`src/rtl/cpuctl_pkg.sv`:
```
// Purpose: constants for the CPU control state and memory map block
// Assumes: 10 MHz core clock, APB register access
// Notes:
// Behaviour
// - Flat 64 KB space decoded with 16-bit addresses for fetch and data.
// - Vector area is lowest 30 bytes; entries low byte even, high byte odd.
// - Vectors: reset, watchdog, four pins, serial, two byte timers, two word timers.
// - Slot 001CH belongs to no source; no request branches through it.
// - Table call takes its entry from the 64-byte table 0040H to 007FH.
// - Program memory 16384 bytes mask variant, 32768 flash, from zero.
// - High-speed RAM at FD00H to FEFFH, also the stack region.
// - Display RAM at FA00H to FA19H, also usable as data memory.
// - Special registers in 256-byte window FF00H to FFFFH.
// - Program counter advances by instruction length, loads on branch.
// - Reset loads program counter from vector bytes 0000H and 0001H.
// - Status word pushed on interrupt or push, restored on return or pop.
// - Reset forces status word to 02H.
// - Enable flag clear refuses maskable requests; set allows per-source mask.
// - Enable flag cleared by disable and acknowledge, set by enable.
// - Zero flag on zero result; half carry on bit 3 carry or borrow.
// - Carry holds add/subtract overflow, rotate shift-out, bit accumulator.
// - Stack pointer decremented before write, incremented after read.
// - Stack pointer undefined after reset; software initialises it.
// - Eight byte registers, usable singly or as four pairs, two numberings.

package cpuctl_pkg;

	localparam int ADDR_W = 16;
	localparam logic [15:0] VEC_RESET    = 16'h0000;
	localparam logic [15:0] VEC_WDT      = 16'h0004;
	localparam logic [15:0] VEC_PIN0     = 16'h0006;
	localparam logic [15:0] VEC_SER_ERR  = 16'h000E;
	localparam logic [15:0] VEC_SER_RX   = 16'h0010;
	localparam logic [15:0] VEC_SER_TX   = 16'h0012;
	localparam logic [15:0] VEC_BTIM_A   = 16'h0014;
	localparam logic [15:0] VEC_BTIM_B   = 16'h0016;
	localparam logic [15:0] VEC_WTIM_A   = 16'h0018;
	localparam logic [15:0] VEC_WTIM_B   = 16'h001A;
	localparam logic [15:0] VEC_UNUSED   = 16'h001C;
	localparam logic [15:0] VEC_AREA_END = 16'h001D;
	localparam logic [15:0] TABLE_CALL_INSTR_LO     = 16'h0040;
	localparam logic [15:0] TABLE_CALL_INSTR_HI     = 16'h007F;
	localparam logic [15:0] ROM_MASK_SZ  = 16'h4000;
	localparam logic [16:0] ROM_FLASH_SZ = 17'h0_8000;
	localparam logic [15:0] HRAM_LO      = 16'hFD00;
	localparam logic [15:0] HRAM_HI      = 16'hFEFF;
	localparam logic [15:0] DRAM_LO      = 16'hFA00;
	localparam logic [15:0] DRAM_HI      = 16'hFA19;
	localparam logic [15:0] SFR_LO       = 16'hFF00;
	localparam logic [15:0] ONE16        = 16'h0001;
	localparam logic [15:0] TWO16        = 16'h0002;

	// Status word layout
	localparam logic [7:0] PSW_RESET = 8'h02;
	localparam int BIT_CY = 0;
	localparam int BIT_ONE = 1;
	localparam int BIT_AC = 4;
	localparam int BIT_Z  = 6;
	localparam int BIT_IE = 7;

	// APB register byte addresses
	localparam logic [7:0] OFS_PC     = 8'h00;
	localparam logic [7:0] OFS_PSW    = 8'h04;
	localparam logic [7:0] OFS_SP     = 8'h08;
	localparam logic [7:0] OFS_CMD    = 8'h0C;
	localparam logic [7:0] OFS_ARG    = 8'h10;
	localparam logic [7:0] OFS_STAT   = 8'h14;
	localparam logic [7:0] OFS_MAP    = 8'h18;
	localparam logic [7:0] OFS_RESULT = 8'h1C;
	localparam logic [7:0] OFS_GPR0   = 8'h20;
	localparam logic [7:0] OFS_GPR1   = 8'h24;
	localparam logic [7:0] OFS_PAIR   = 8'h28;

	// Command codes written to the command register
	typedef enum logic [3:0] {
		CPUCTL_NOP, CPUCTL_ADVANCE, CPUCTL_BRANCH, CPUCTL_TABLE_CALL_INSTR, CPUCTL_IRQ,
		CPUCTL_RETURN_FROM_IRQ_INSTR, CPUCTL_PUSH_PSW, CPUCTL_POP_PSW, CPUCTL_EI, CPUCTL_DI,
		CPUCTL_ADD, CPUCTL_SUB, CPUCTL_ROTL, CPUCTL_SET1CY, CPUCTL_CLR1CY,
		CPUCTL_BOOT
	} cpuctl_cmd_t;

	localparam int SRC_N = 12;

endpackage : cpuctl_pkg

```
`src/rtl/cpuctl_top.sv`:
```
// Purpose: CPU control state (program counter, status word, stack pointer,
//          general registers) and fixed memory map decoder
// Assumes: APB slave, zero wait states, vector bytes arrive on VEC_* ports
// Notes:   Commands are single-cycle; the stack is a small local array
//
// Design decisions made here: the register addresses and register access over APB.

`timescale 1ns/1ps

module cpuctl_top
	import cpuctl_pkg::*;
#(
	parameter bit FLASH_VARIANT = 1'b0,
	parameter int STACK_DEPTH  = 512
) (
	input  wire logic        CLOCK,
	input  wire logic        RESETN,
	input  wire logic        PSEL,
	input  wire logic        PENABLE,
	input  wire logic        PWRITE,
	input  wire logic [7:0]  PADDR,
	input  wire logic [31:0] PWDATA,
	output logic      [31:0] PRDATA,
	output logic             PREADY,
	output logic             PSLVERR,
	input  wire logic [7:0]  VEC_LOW,
	input  wire logic [7:0]  VEC_HIGH,
	input  wire logic [11:0] IRQ_REQ,
	input  wire logic [11:0] IRQ_MASK,
	output logic      [15:0] FETCH_ADDR,
	output logic             IRQ_TAKEN
);

	////////////////////////////////////////////////////////////////////////
	logic [15:0] program_address_counter;
	logic [7:0]  processor_flag_word;
	logic [15:0] stack_top_pointer;
	logic [7:0]  gpr [8];
	logic [7:0]  stack_mem [STACK_DEPTH];
	logic [15:0] map_addr;
	logic [15:0] arg;
	logic [7:0]  result;
	logic        booted;
	logic        bad_sp;

	wire access   = PSEL && PENABLE;
	wire wr       = access && PWRITE;
	wire wr_cmd   = wr && (PADDR == OFS_CMD);
	wire [3:0] cmd_code = PWDATA[3:0];
	wire interrupt_accept_flag = processor_flag_word[BIT_IE];
	wire half_carry_flag       = processor_flag_word[BIT_AC];
	wire carry_out_flag        = processor_flag_word[BIT_CY];

	wire known = (PADDR == OFS_PC) || (PADDR == OFS_PSW) || (PADDR == OFS_SP) ||
		(PADDR == OFS_CMD) || (PADDR == OFS_ARG) || (PADDR == OFS_STAT) ||
		(PADDR == OFS_MAP) || (PADDR == OFS_RESULT) || (PADDR == OFS_GPR0) ||
		(PADDR == OFS_GPR1) || (PADDR == OFS_PAIR);

	////////////////////////////////////////////////////////////////////////
	// Memory map decode over the full 16-bit space
	wire [16:0] rom_size = FLASH_VARIANT ? ROM_FLASH_SZ : {1'b0, ROM_MASK_SZ};
	wire in_rom    = {1'b0, map_addr} < rom_size;
	wire in_vec    = map_addr <= VEC_AREA_END;
	wire in_table_call_instr  = (map_addr >= TABLE_CALL_INSTR_LO) && (map_addr <= TABLE_CALL_INSTR_HI);
	wire in_hram   = (map_addr >= HRAM_LO) && (map_addr <= HRAM_HI);
	wire in_dram   = (map_addr >= DRAM_LO) && (map_addr <= DRAM_HI);
	wire in_sfr    = map_addr >= SFR_LO;
	wire [6:0] map_flags = {in_rom, in_vec, in_table_call_instr, in_hram, in_dram, in_sfr,
		map_addr[0]};

	////////////////////////////////////////////////////////////////////////
	// Interrupt selection: lowest index wins, enable flag gates all
	wire [11:0] pending = IRQ_REQ & ~IRQ_MASK;
	logic [3:0] irq_idx;
	always_comb begin
		irq_idx = 4'h0;
		for (int i = SRC_N - 1; i >= 0; i--) begin
			if (pending[i]) begin
				irq_idx = 4'(i);
			end
		end
	end
	wire irq_ok = interrupt_accept_flag && (pending != 12'h000);
	// Index 0 is watchdog at 0004H, then 2 bytes apart; 001CH is never produced
	wire [15:0] irq_vec = VEC_WDT + {11'h000, irq_idx, 1'b0};

	////////////////////////////////////////////////////////////////////////
	// Arithmetic on gpr A (index 1) with arg low byte
	wire [8:0] add_full = {1'b0, gpr[1]} + {1'b0, arg[7:0]} + {8'h00, carry_out_flag};
	wire [8:0] sub_full = {1'b0, gpr[1]} - {1'b0, arg[7:0]};
	wire [4:0] add_nib  = {1'b0, gpr[1][3:0]} + {1'b0, arg[3:0]} + {4'h0, carry_out_flag};
	wire [4:0] sub_nib  = {1'b0, gpr[1][3:0]} - {1'b0, arg[3:0]};
	wire [15:0] sp_dec  = stack_top_pointer - ONE16;
	wire [15:0] sp_idx  = stack_top_pointer - HRAM_LO;
	wire [15:0] sp_wr   = sp_dec - HRAM_LO;
	wire [15:0] table_call_instr_addr = TABLE_CALL_INSTR_LO + {10'h000, arg[4:0], 1'b0};

	////////////////////////////////////////////////////////////////////////
	always_ff @(posedge CLOCK or negedge RESETN) begin
		if (!RESETN) begin
			program_address_counter <= 16'h0000;
			processor_flag_word     <= PSW_RESET;
			booted                  <= 1'b0;
			IRQ_TAKEN               <= 1'b0;
			result                  <= 8'h00;
		end else begin
			IRQ_TAKEN <= 1'b0;
			if (!booted) begin
				program_address_counter <= {VEC_HIGH, VEC_LOW};
				booted <= 1'b1;
			end else if (wr && PADDR == OFS_PC) begin
				program_address_counter <= PWDATA[15:0];
			end else if (wr && PADDR == OFS_PSW) begin
				processor_flag_word <= PWDATA[7:0];
			end else if (wr_cmd) begin
				case (cpuctl_cmd_t'(cmd_code))
					CPUCTL_ADVANCE:  program_address_counter <= program_address_counter + arg;
					CPUCTL_BRANCH:   program_address_counter <= arg;
					CPUCTL_TABLE_CALL_INSTR:    program_address_counter <= table_call_instr_addr;
					CPUCTL_BOOT:     program_address_counter <= {VEC_HIGH, VEC_LOW};
					CPUCTL_IRQ: begin
						if (irq_ok) begin
							program_address_counter <= irq_vec;
							processor_flag_word[BIT_IE] <= 1'b0;
							IRQ_TAKEN <= 1'b1;
						end
					end
					CPUCTL_RETURN_FROM_IRQ_INSTR, CPUCTL_POP_PSW: begin
						processor_flag_word <= stack_mem[sp_idx[8:0]];
						if (cmd_code == CPUCTL_RETURN_FROM_IRQ_INSTR) begin
							program_address_counter <= arg;
						end
					end
					CPUCTL_EI:  processor_flag_word[BIT_IE] <= 1'b1;
					CPUCTL_DI:  processor_flag_word[BIT_IE] <= 1'b0;
					CPUCTL_ADD: begin
						result <= add_full[7:0];
						processor_flag_word[BIT_Z]  <= (add_full[7:0] == 8'h00);
						processor_flag_word[BIT_AC] <= add_nib[4];
						processor_flag_word[BIT_CY] <= add_full[8];
					end
					CPUCTL_SUB: begin
						result <= sub_full[7:0];
						processor_flag_word[BIT_Z]  <= (sub_full[7:0] == 8'h00);
						processor_flag_word[BIT_AC] <= sub_nib[4];
						processor_flag_word[BIT_CY] <= sub_full[8];
					end
					CPUCTL_ROTL: begin
						result <= {gpr[1][6:0], gpr[1][7]};
						processor_flag_word[BIT_CY] <= gpr[1][7];
					end
					CPUCTL_SET1CY: processor_flag_word[BIT_CY] <=
						carry_out_flag & arg[0];
					CPUCTL_CLR1CY: processor_flag_word[BIT_CY] <=
						carry_out_flag | arg[0];
					default: ;
				endcase
			end
		end
	end

	////////////////////////////////////////////////////////////////////////
	// Stack pointer: no reset value on purpose, software must load it
	always_ff @(posedge CLOCK) begin
		if (wr && PADDR == OFS_SP) begin
			stack_top_pointer <= PWDATA[15:0];
		end else if (wr_cmd && (cmd_code == CPUCTL_PUSH_PSW ||
			(cmd_code == CPUCTL_IRQ && irq_ok))) begin
			stack_top_pointer <= sp_dec;
			stack_mem[sp_wr[8:0]] <= processor_flag_word;
		end else if (wr_cmd && (cmd_code == CPUCTL_POP_PSW ||
			cmd_code == CPUCTL_RETURN_FROM_IRQ_INSTR)) begin
			stack_top_pointer <= stack_top_pointer + ONE16;
		end
	end
	// Out-of-range pointer only flagged; software owns placement
	wire in_sp_ram = (stack_top_pointer > HRAM_LO) && (stack_top_pointer <= HRAM_HI + ONE16);
	assign bad_sp = !in_sp_ram;

	////////////////////////////////////////////////////////////////////////
	// General registers, absolute index 0..7; pair n is regs 2n (low), 2n+1
	always_ff @(posedge CLOCK or negedge RESETN) begin
		if (!RESETN) begin
			for (int i = 0; i < 8; i++) begin
				gpr[i] <= 8'h00;
			end
			map_addr <= 16'h0000;
			arg      <= 16'h0000;
		end else begin
			if (wr && PADDR == OFS_MAP) begin
				map_addr <= PWDATA[15:0];
			end
			if (wr && PADDR == OFS_ARG) begin
				arg <= PWDATA[15:0];
			end
			if (wr && PADDR == OFS_GPR0) begin
				for (int i = 0; i < 4; i++) begin
					gpr[i] <= PWDATA[i*8 +: 8];
				end
			end
			if (wr && PADDR == OFS_GPR1) begin
				for (int i = 0; i < 4; i++) begin
					gpr[i+4] <= PWDATA[i*8 +: 8];
				end
			end
			if (wr && PADDR == OFS_PAIR) begin
				gpr[{PWDATA[17:16], 1'b0}] <= PWDATA[7:0];
				gpr[{PWDATA[17:16], 1'b1}] <= PWDATA[15:8];
			end
		end
	end

	////////////////////////////////////////////////////////////////////////
	// APB read path and fixed zero-wait answer
	logic [31:0] next_rdata;
	always_comb begin
		next_rdata = 32'h0000_0000;
		case (PADDR)
			OFS_PC:     next_rdata = {16'h0000, program_address_counter};
			OFS_PSW:    next_rdata = {24'h00_0000, processor_flag_word};
			OFS_SP:     next_rdata = {16'h0000, stack_top_pointer};
			OFS_ARG:    next_rdata = {16'h0000, arg};
			OFS_STAT:   next_rdata = {28'h000_0000, bad_sp, irq_ok, half_carry_flag, booted};
			OFS_MAP:    next_rdata = {9'h000, map_flags, map_addr};
			OFS_RESULT: next_rdata = {24'h00_0000, result};
			OFS_GPR0:   next_rdata = {gpr[3], gpr[2], gpr[1], gpr[0]};
			OFS_GPR1:   next_rdata = {gpr[7], gpr[6], gpr[5], gpr[4]};
			default:    next_rdata = 32'h0000_0000;
		endcase
	end

	always_ff @(posedge CLOCK or negedge RESETN) begin
		if (!RESETN) begin
			PRDATA     <= 32'h0000_0000;
			PREADY     <= 1'b0;
			PSLVERR    <= 1'b0;
			FETCH_ADDR <= 16'h0000;
		end else begin
			PREADY     <= PSEL && !PENABLE;
			PSLVERR    <= PSEL && !PENABLE && !known;
			PRDATA     <= next_rdata;
			FETCH_ADDR <= program_address_counter;
		end
	end

	////////////////////////////////////////////////////////////////////////
	a_psw_reset: assert property (@(posedge CLOCK) $rose(RESETN) |->
		processor_flag_word == PSW_RESET) else $error("status word not 02H after reset");
	a_ie_refuse: assert property (@(posedge CLOCK) disable iff (!RESETN)
		(wr_cmd && cmd_code == CPUCTL_IRQ && !interrupt_accept_flag) |=> !IRQ_TAKEN)
		else $error("interrupt taken while disabled");
	a_ie_clear: assert property (@(posedge CLOCK) disable iff (!RESETN)
		IRQ_TAKEN |-> !interrupt_accept_flag) else $error("enable flag kept on acknowledge");
	a_no_vec1c: assert property (@(posedge CLOCK) disable iff (!RESETN)
		IRQ_TAKEN |-> program_address_counter != VEC_UNUSED
		&& program_address_counter <= VEC_WTIM_B) else $error("bad vector");
	a_sp_push: assert property (@(posedge CLOCK) disable iff (!RESETN)
		(wr_cmd && cmd_code == CPUCTL_PUSH_PSW && !(PADDR == OFS_SP)) |=>
		stack_top_pointer == $past(stack_top_pointer) - ONE16) else $error("push did not decrement");
	a_pc_branch: assert property (@(posedge CLOCK) disable iff (!RESETN)
		(booted && wr_cmd && cmd_code == CPUCTL_BRANCH) |=> program_address_counter == $past(arg))
		else $error("branch not loaded");
	a_zero_flag: assert property (@(posedge CLOCK) disable iff (!RESETN)
		(booted && wr_cmd && cmd_code == CPUCTL_ADD) |=>
		processor_flag_word[BIT_Z] == (result == 8'h00)) else $error("zero flag wrong");
	a_hram_map: assert property (@(posedge CLOCK) disable iff (!RESETN)
		in_hram |-> map_addr[15:9] == 7'h7E || map_addr[15:8] == 8'hFE
		|| map_addr[15:8] == 8'hFD) else $error("ram decode wrong");
	a_rst_boot: assert property (@(posedge CLOCK) disable iff (!RESETN)
		!booted |=> program_address_counter == $past({VEC_HIGH, VEC_LOW}))
		else $error("reset vector not loaded");
	a_ie_set: assert property (@(posedge CLOCK) disable iff (!RESETN)
		(booted && wr_cmd && cmd_code == CPUCTL_EI) |=> interrupt_accept_flag)
		else $error("enable flag not set");
	a_ie_disable: assert property (@(posedge CLOCK) disable iff (!RESETN)
		(booted && wr_cmd && cmd_code == CPUCTL_DI) |=> !interrupt_accept_flag)
		else $error("enable flag not cleared");
	a_sp_pop: assert property (@(posedge CLOCK) disable iff (!RESETN)
		(wr_cmd && cmd_code == CPUCTL_POP_PSW) |=>
		stack_top_pointer == $past(stack_top_pointer) + ONE16) else $error("pop did not increment");
	a_table_call_instr_range: assert property (@(posedge CLOCK) disable iff (!RESETN)
		(booted && wr_cmd && cmd_code == CPUCTL_TABLE_CALL_INSTR) |=>
		program_address_counter >= TABLE_CALL_INSTR_LO && program_address_counter <= TABLE_CALL_INSTR_HI)
		else $error("table call outside table");
	a_fetch_copy: assert property (@(posedge CLOCK) disable iff (!RESETN)
		booted |=> FETCH_ADDR == $past(program_address_counter))
		else $error("fetch address not the counter");
	a_vec_even: assert property (@(posedge CLOCK) disable iff (!RESETN)
		IRQ_TAKEN |-> !program_address_counter[0]) else $error("odd vector address");

endmodule : cpuctl_top

```
`config.mk`:
```
export PLATFORM = sky130hd
export DESIGN_NAME = cpuctl_top
export DESIGN_NICKNAME = d
export VERILOG_FILES = /design/src/rtl/cpuctl_pkg.sv /design/src/rtl/cpuctl_top.sv
export SDC_FILE = /design/constraint.sdc
export NUM_CORES = 2
export LEC_CHECK = 0
export ABC_AREA = 0
export BUFFER_PORTS_ARGS = -buffer_cell sky130_fd_sc_hd__buf_2
export CAP_MARGIN = 25
export CORE_MARGIN = 3
export CORE_UTILIZATION = 63
export DETAILED_ROUTE_END_ITERATION = 7
export GPL_ROUTABILITY_DRIVEN = 0
export PLACE_DENSITY_LB_ADDON = 0.25
export SYNTH_ARGS = -nofsm -noshare
export SYNTH_HDL_FRONTEND = slang
export SYNTH_SLANG_ARGS = --single-unit
export TNS_END_PERCENT = 50
```
`constraint.sdc`:
```
create_clock -name CLOCK -period 10.66 [get_ports CLOCK]
set_input_delay 1.066 -clock CLOCK [delete_from_list [all_inputs] [get_ports CLOCK]]
set_output_delay 1.066 -clock CLOCK [all_outputs]
set_load 0.01 [all_outputs]
```
==> qor.tcl <==
set qor(result_of_the_run) {completed}
set qor(place_hpwl_um) 273000
set qor(die_w_um) 526
set qor(clock_tree_from_tritoncts) {done}
set qor(average_wire_per_cell_in_the_routed_design_um) 37.0
set qor(crit_arrival_ns) 7.00
set qor(synthDominantCellAreaShare) 0.725
set qor(worstSetupStartpoint) {stack_top_pointer[0]}
set qor(setup-tns-final_ns) 0
set qor(endpoint_kind) {flip-flop}
set qor(post-route-drc-count) 0
set qor(worstSetupPathType) {reg2reg}
set qor(power_density_nw_per_um2) 175
set qor(start_util) 0.634
set qor(pre_cts_ws_ns) 4.64
set qor(detail_route.iter0.violations) 15268
set qor(syn_inst_count) 8540
set qor(row_count) 190
set qor(reg2reg_slack_ns) 4.50
set qor(timing.final.max_slew_violations) 0
set qor(detailedRoute.firstPassIterationCount) 8
set qor(postCtsSetupBuffers) 0
set qor(maxSlewHeadroom) 0.148
set qor(synthMostInstantiatedCell) {edfxtp_1}
set qor(final.period_utilization) 0.578
set qor(finalHoldViolations) 0
set qor(root_buffer) {clkbuf_16}
set qor(r2r-end) {processor_flag_word[1]}
set qor(period_minus_slack_ns) 6.16
set qor(max_slew.worst_pin.slew_ns) 1.27
set qor(finalWorstSetupSlack_ns) 4.50
set qor(grt_antenna_before_repair) 12
set qor(routed_via_density) 7.28
set qor(core_area_um2) 269000
set qor(buffer_ports.inserted) 135
set qor(detail-route-antenna-nets) 0
set qor(syn_nets) 8666
set qor(largest_net_degree_at_the_start_of_global_routing) 185
set qor(drive_gt1_frac) 0.227
set qor(grt_first_pass_wirelength_um) 668000
set qor(synth_enable_flop_cells) 4112
set qor(number_of_sinks_driven_by_the_clock_tree) 4292
set qor(worst_setup_path_start_kind) {flip-flop}
set qor(synth_warnings) 0
set qor(first_global_vias) 89267
set qor(finalSetupViolations) 0
set qor(top_area_cells_in_the_synthesized_netlist) {edfxtp_1 (72%), mux4_2 (13%), dfrtp_1 (2.6%)}
set qor(max_freq_ghz) 0.162
set qor(synth_ff_type) {edfxtp_1}
set qor(die_area_um2) 277000
set qor(finalClockSkew_ns) 0.0363
set qor(ctsLongestPathBuffers) 4
set qor(cap_viol_max_count) 0
set qor(synth.ff_latch_count) 4292
set qor(ys_async_sr_fraction) 0.0419
set qor(holdCritPathClass) {in2async}
set qor(insertion_delay_ns) 0.91
set qor(cts.repair.resized) 0
set qor(synth_cell_types) 83
set qor(num_cts_buffers) 410
set qor(wirelength_um) 469000
set qor(rsz0062_at_grt) {no}
set qor(io_pins) 136
set qor(h_tree_depth) 5
set qor(max-vdd-ir-drop_mv) 0.147
set qor(r2r.worst_path.cells) 12
set qor(holdBufCountCts) 0
set qor(vias) 92090
set qor(synth_common_cells) {edfxtp_1 (4,112), mux4_2 (1,004), nor2_1 (701)}
set qor(grt-ovfl-total) 0
set qor(static-leakage-power_nw) 65.7
set qor(synth_top_area_cell) {edfxtp_1}
set qor(worst_path_required_time_ns) 11.50
set qor(layout.nets) 8888
set qor(die_h_um) 526
set qor(average_cell_area_after_synthesis_um2) 20.0
set qor(timing.critical_path.fanout_max) 87
set qor(synth_sequential_area_ratio) 0.751
set qor(clk_pin_slew_worst_paths_ns) 0.07
set qor(worstReg2RegStart) {stack_top_pointer[0]}
set qor(syn_to_final_growth_pct) 10.4
set qor(gr-usage-all-layers) 0.339
set qor(syn_area_um2) 170000
[layer usage]
layer	vias to the layer above	global-route usage	routed length, um
met4	6	0.163	26600
li1	35532	-	-
met3	1236	0.0989	65000
met1	47649	0.481	165000
met2	7667	0.493	212000
met5	-	0	88
[state kept, by name, indices dropped and copies added, names as in the netlist, 16 cells and up]
register / count
program_address_counter: 16
map_addr: 16
FETCH_ADDR: 16
gpr: 64
arg: 16
stack_mem: 4096
stack_top_pointer: 16
PRDATA: 32
[through the flow]
stage | std cells | util | power, mW | instance area [um2] | hold WS, ns
final | 12654 | 0.700 | 32.9 | 188000 | 0.00648
after global routing | 12637 | 0.700 | 33.6 | 188000 | -0.000693
after CTS | 12623 | 0.699 | 32.9 | 188000 | 0.272
after detailed placement | 11889 | 0.650 | 18.8 | 175000 | 0.455
after global placement | 11876 | 0.650 | 18.8 | 175000 | 0.462
after floorplan | 8540 | - | 18.7 | 170000 | 0.399
[power breakdown]
part           total, mW  leakage, nW  switching [mW]  internal [mW]
Clock               14.4         6.41            6.17           8.23
Combinational      0.209         12.9           0.140         0.0688
Sequential          18.3         46.3          0.0279           18.2
Total               32.9         65.7            6.34           26.5
[layout by cell type (no fill, tap or decap), types with 26 or more instances in the layout]
| cell | instances |
|---|---|
| a21oi_1 | 200 |
| a221oi_1 | 26 |
| bufinv_16 | 43 |
| dfrtp_1 | 172 |
| o21ai_0 | 133 |
| mux2_2 | 90 |
| inv_1 | 36 |
| a22oi_1 | 99 |
| ha_1 | 37 |
| nand3_1 | 77 |
| o22ai_1 | 101 |
| a31oi_1 | 29 |
| clkbuf_1 | 82 |
| nand2_1 | 253 |
| buf_2 | 135 |
| edfxtp_1 | 4112 |
| buf_4 | 170 |
| nor2_1 | 693 |
| nor2b_1 | 34 |
| mux4_2 | 1004 |
| clkbuf_16 | 418 |
| nor3_1 | 53 |
| xnor2_1 | 31 |
| o221ai_1 | 36 |
| a211oi_1 | 30 |
| clkinv_2 | 73 |
| mux2i_1 | 400 |
| clkinv_1 | 80 |
[worst max-delay path by stage]
stage / endpoint / slack, ns / depth (start not counted)
floorplan: processor_flag_word[0] / 1.83 / 13
global placement: processor_flag_word[1] / 4.56 / 11
detailed placement: processor_flag_word[1] / 4.64 / 12
CTS: processor_flag_word[1] / 4.57 / 12
global route: processor_flag_word[1] / 4.25 / 12
finish: processor_flag_word[1] / 4.50 / 12
[final cells by class]
type                       count  area [um2]
inverter                      40         170
multi-input combinational   3678       39700
antenna                       18        45.0
tap                         3552        4440
sequential                  4292      128000
fill                       15697       80600
clock buffer                 503       10800
timing repair buffer         340        2620
clock inverter               231        2290
[worst max-delay path, cell delays in order (launching register included)]
cell and delay (ns):
edfxtp_1 0.40, buf_12 0.55, buf_12 0.57, buf_4 0.67
buf_4 0.67, mux4_2 0.60, mux4_2 0.46, nand2_1 0.12
nand3_1 0.25, o21ai_0 0.25, o21ai_0 0.43, mux4_2 0.62
o31a_1 0.25
[cell families (layout without fill, tap and decap cells)]
group / count (synthesis) / after routing / synth area share
flip-flops: 4292 / 4292 / 0.751
multiplexers: 1498 / 1498 / 0.162
AND/OR/NAND/NOR: 1252 / 1252 / 0.0308
AO/OA/AOI/OAI: 841 / 841 / 0.0326
buffers and inverters: 570 / 1114 / 0.0175
XOR/XNOR: 45 / 45 / 0.00231
adder cells (fa/ha/maj): 41 / 41 / 0.00319
other: 1 / 19 / 0.0000220
Note: power is estimated with default switching activity, not from simulation.
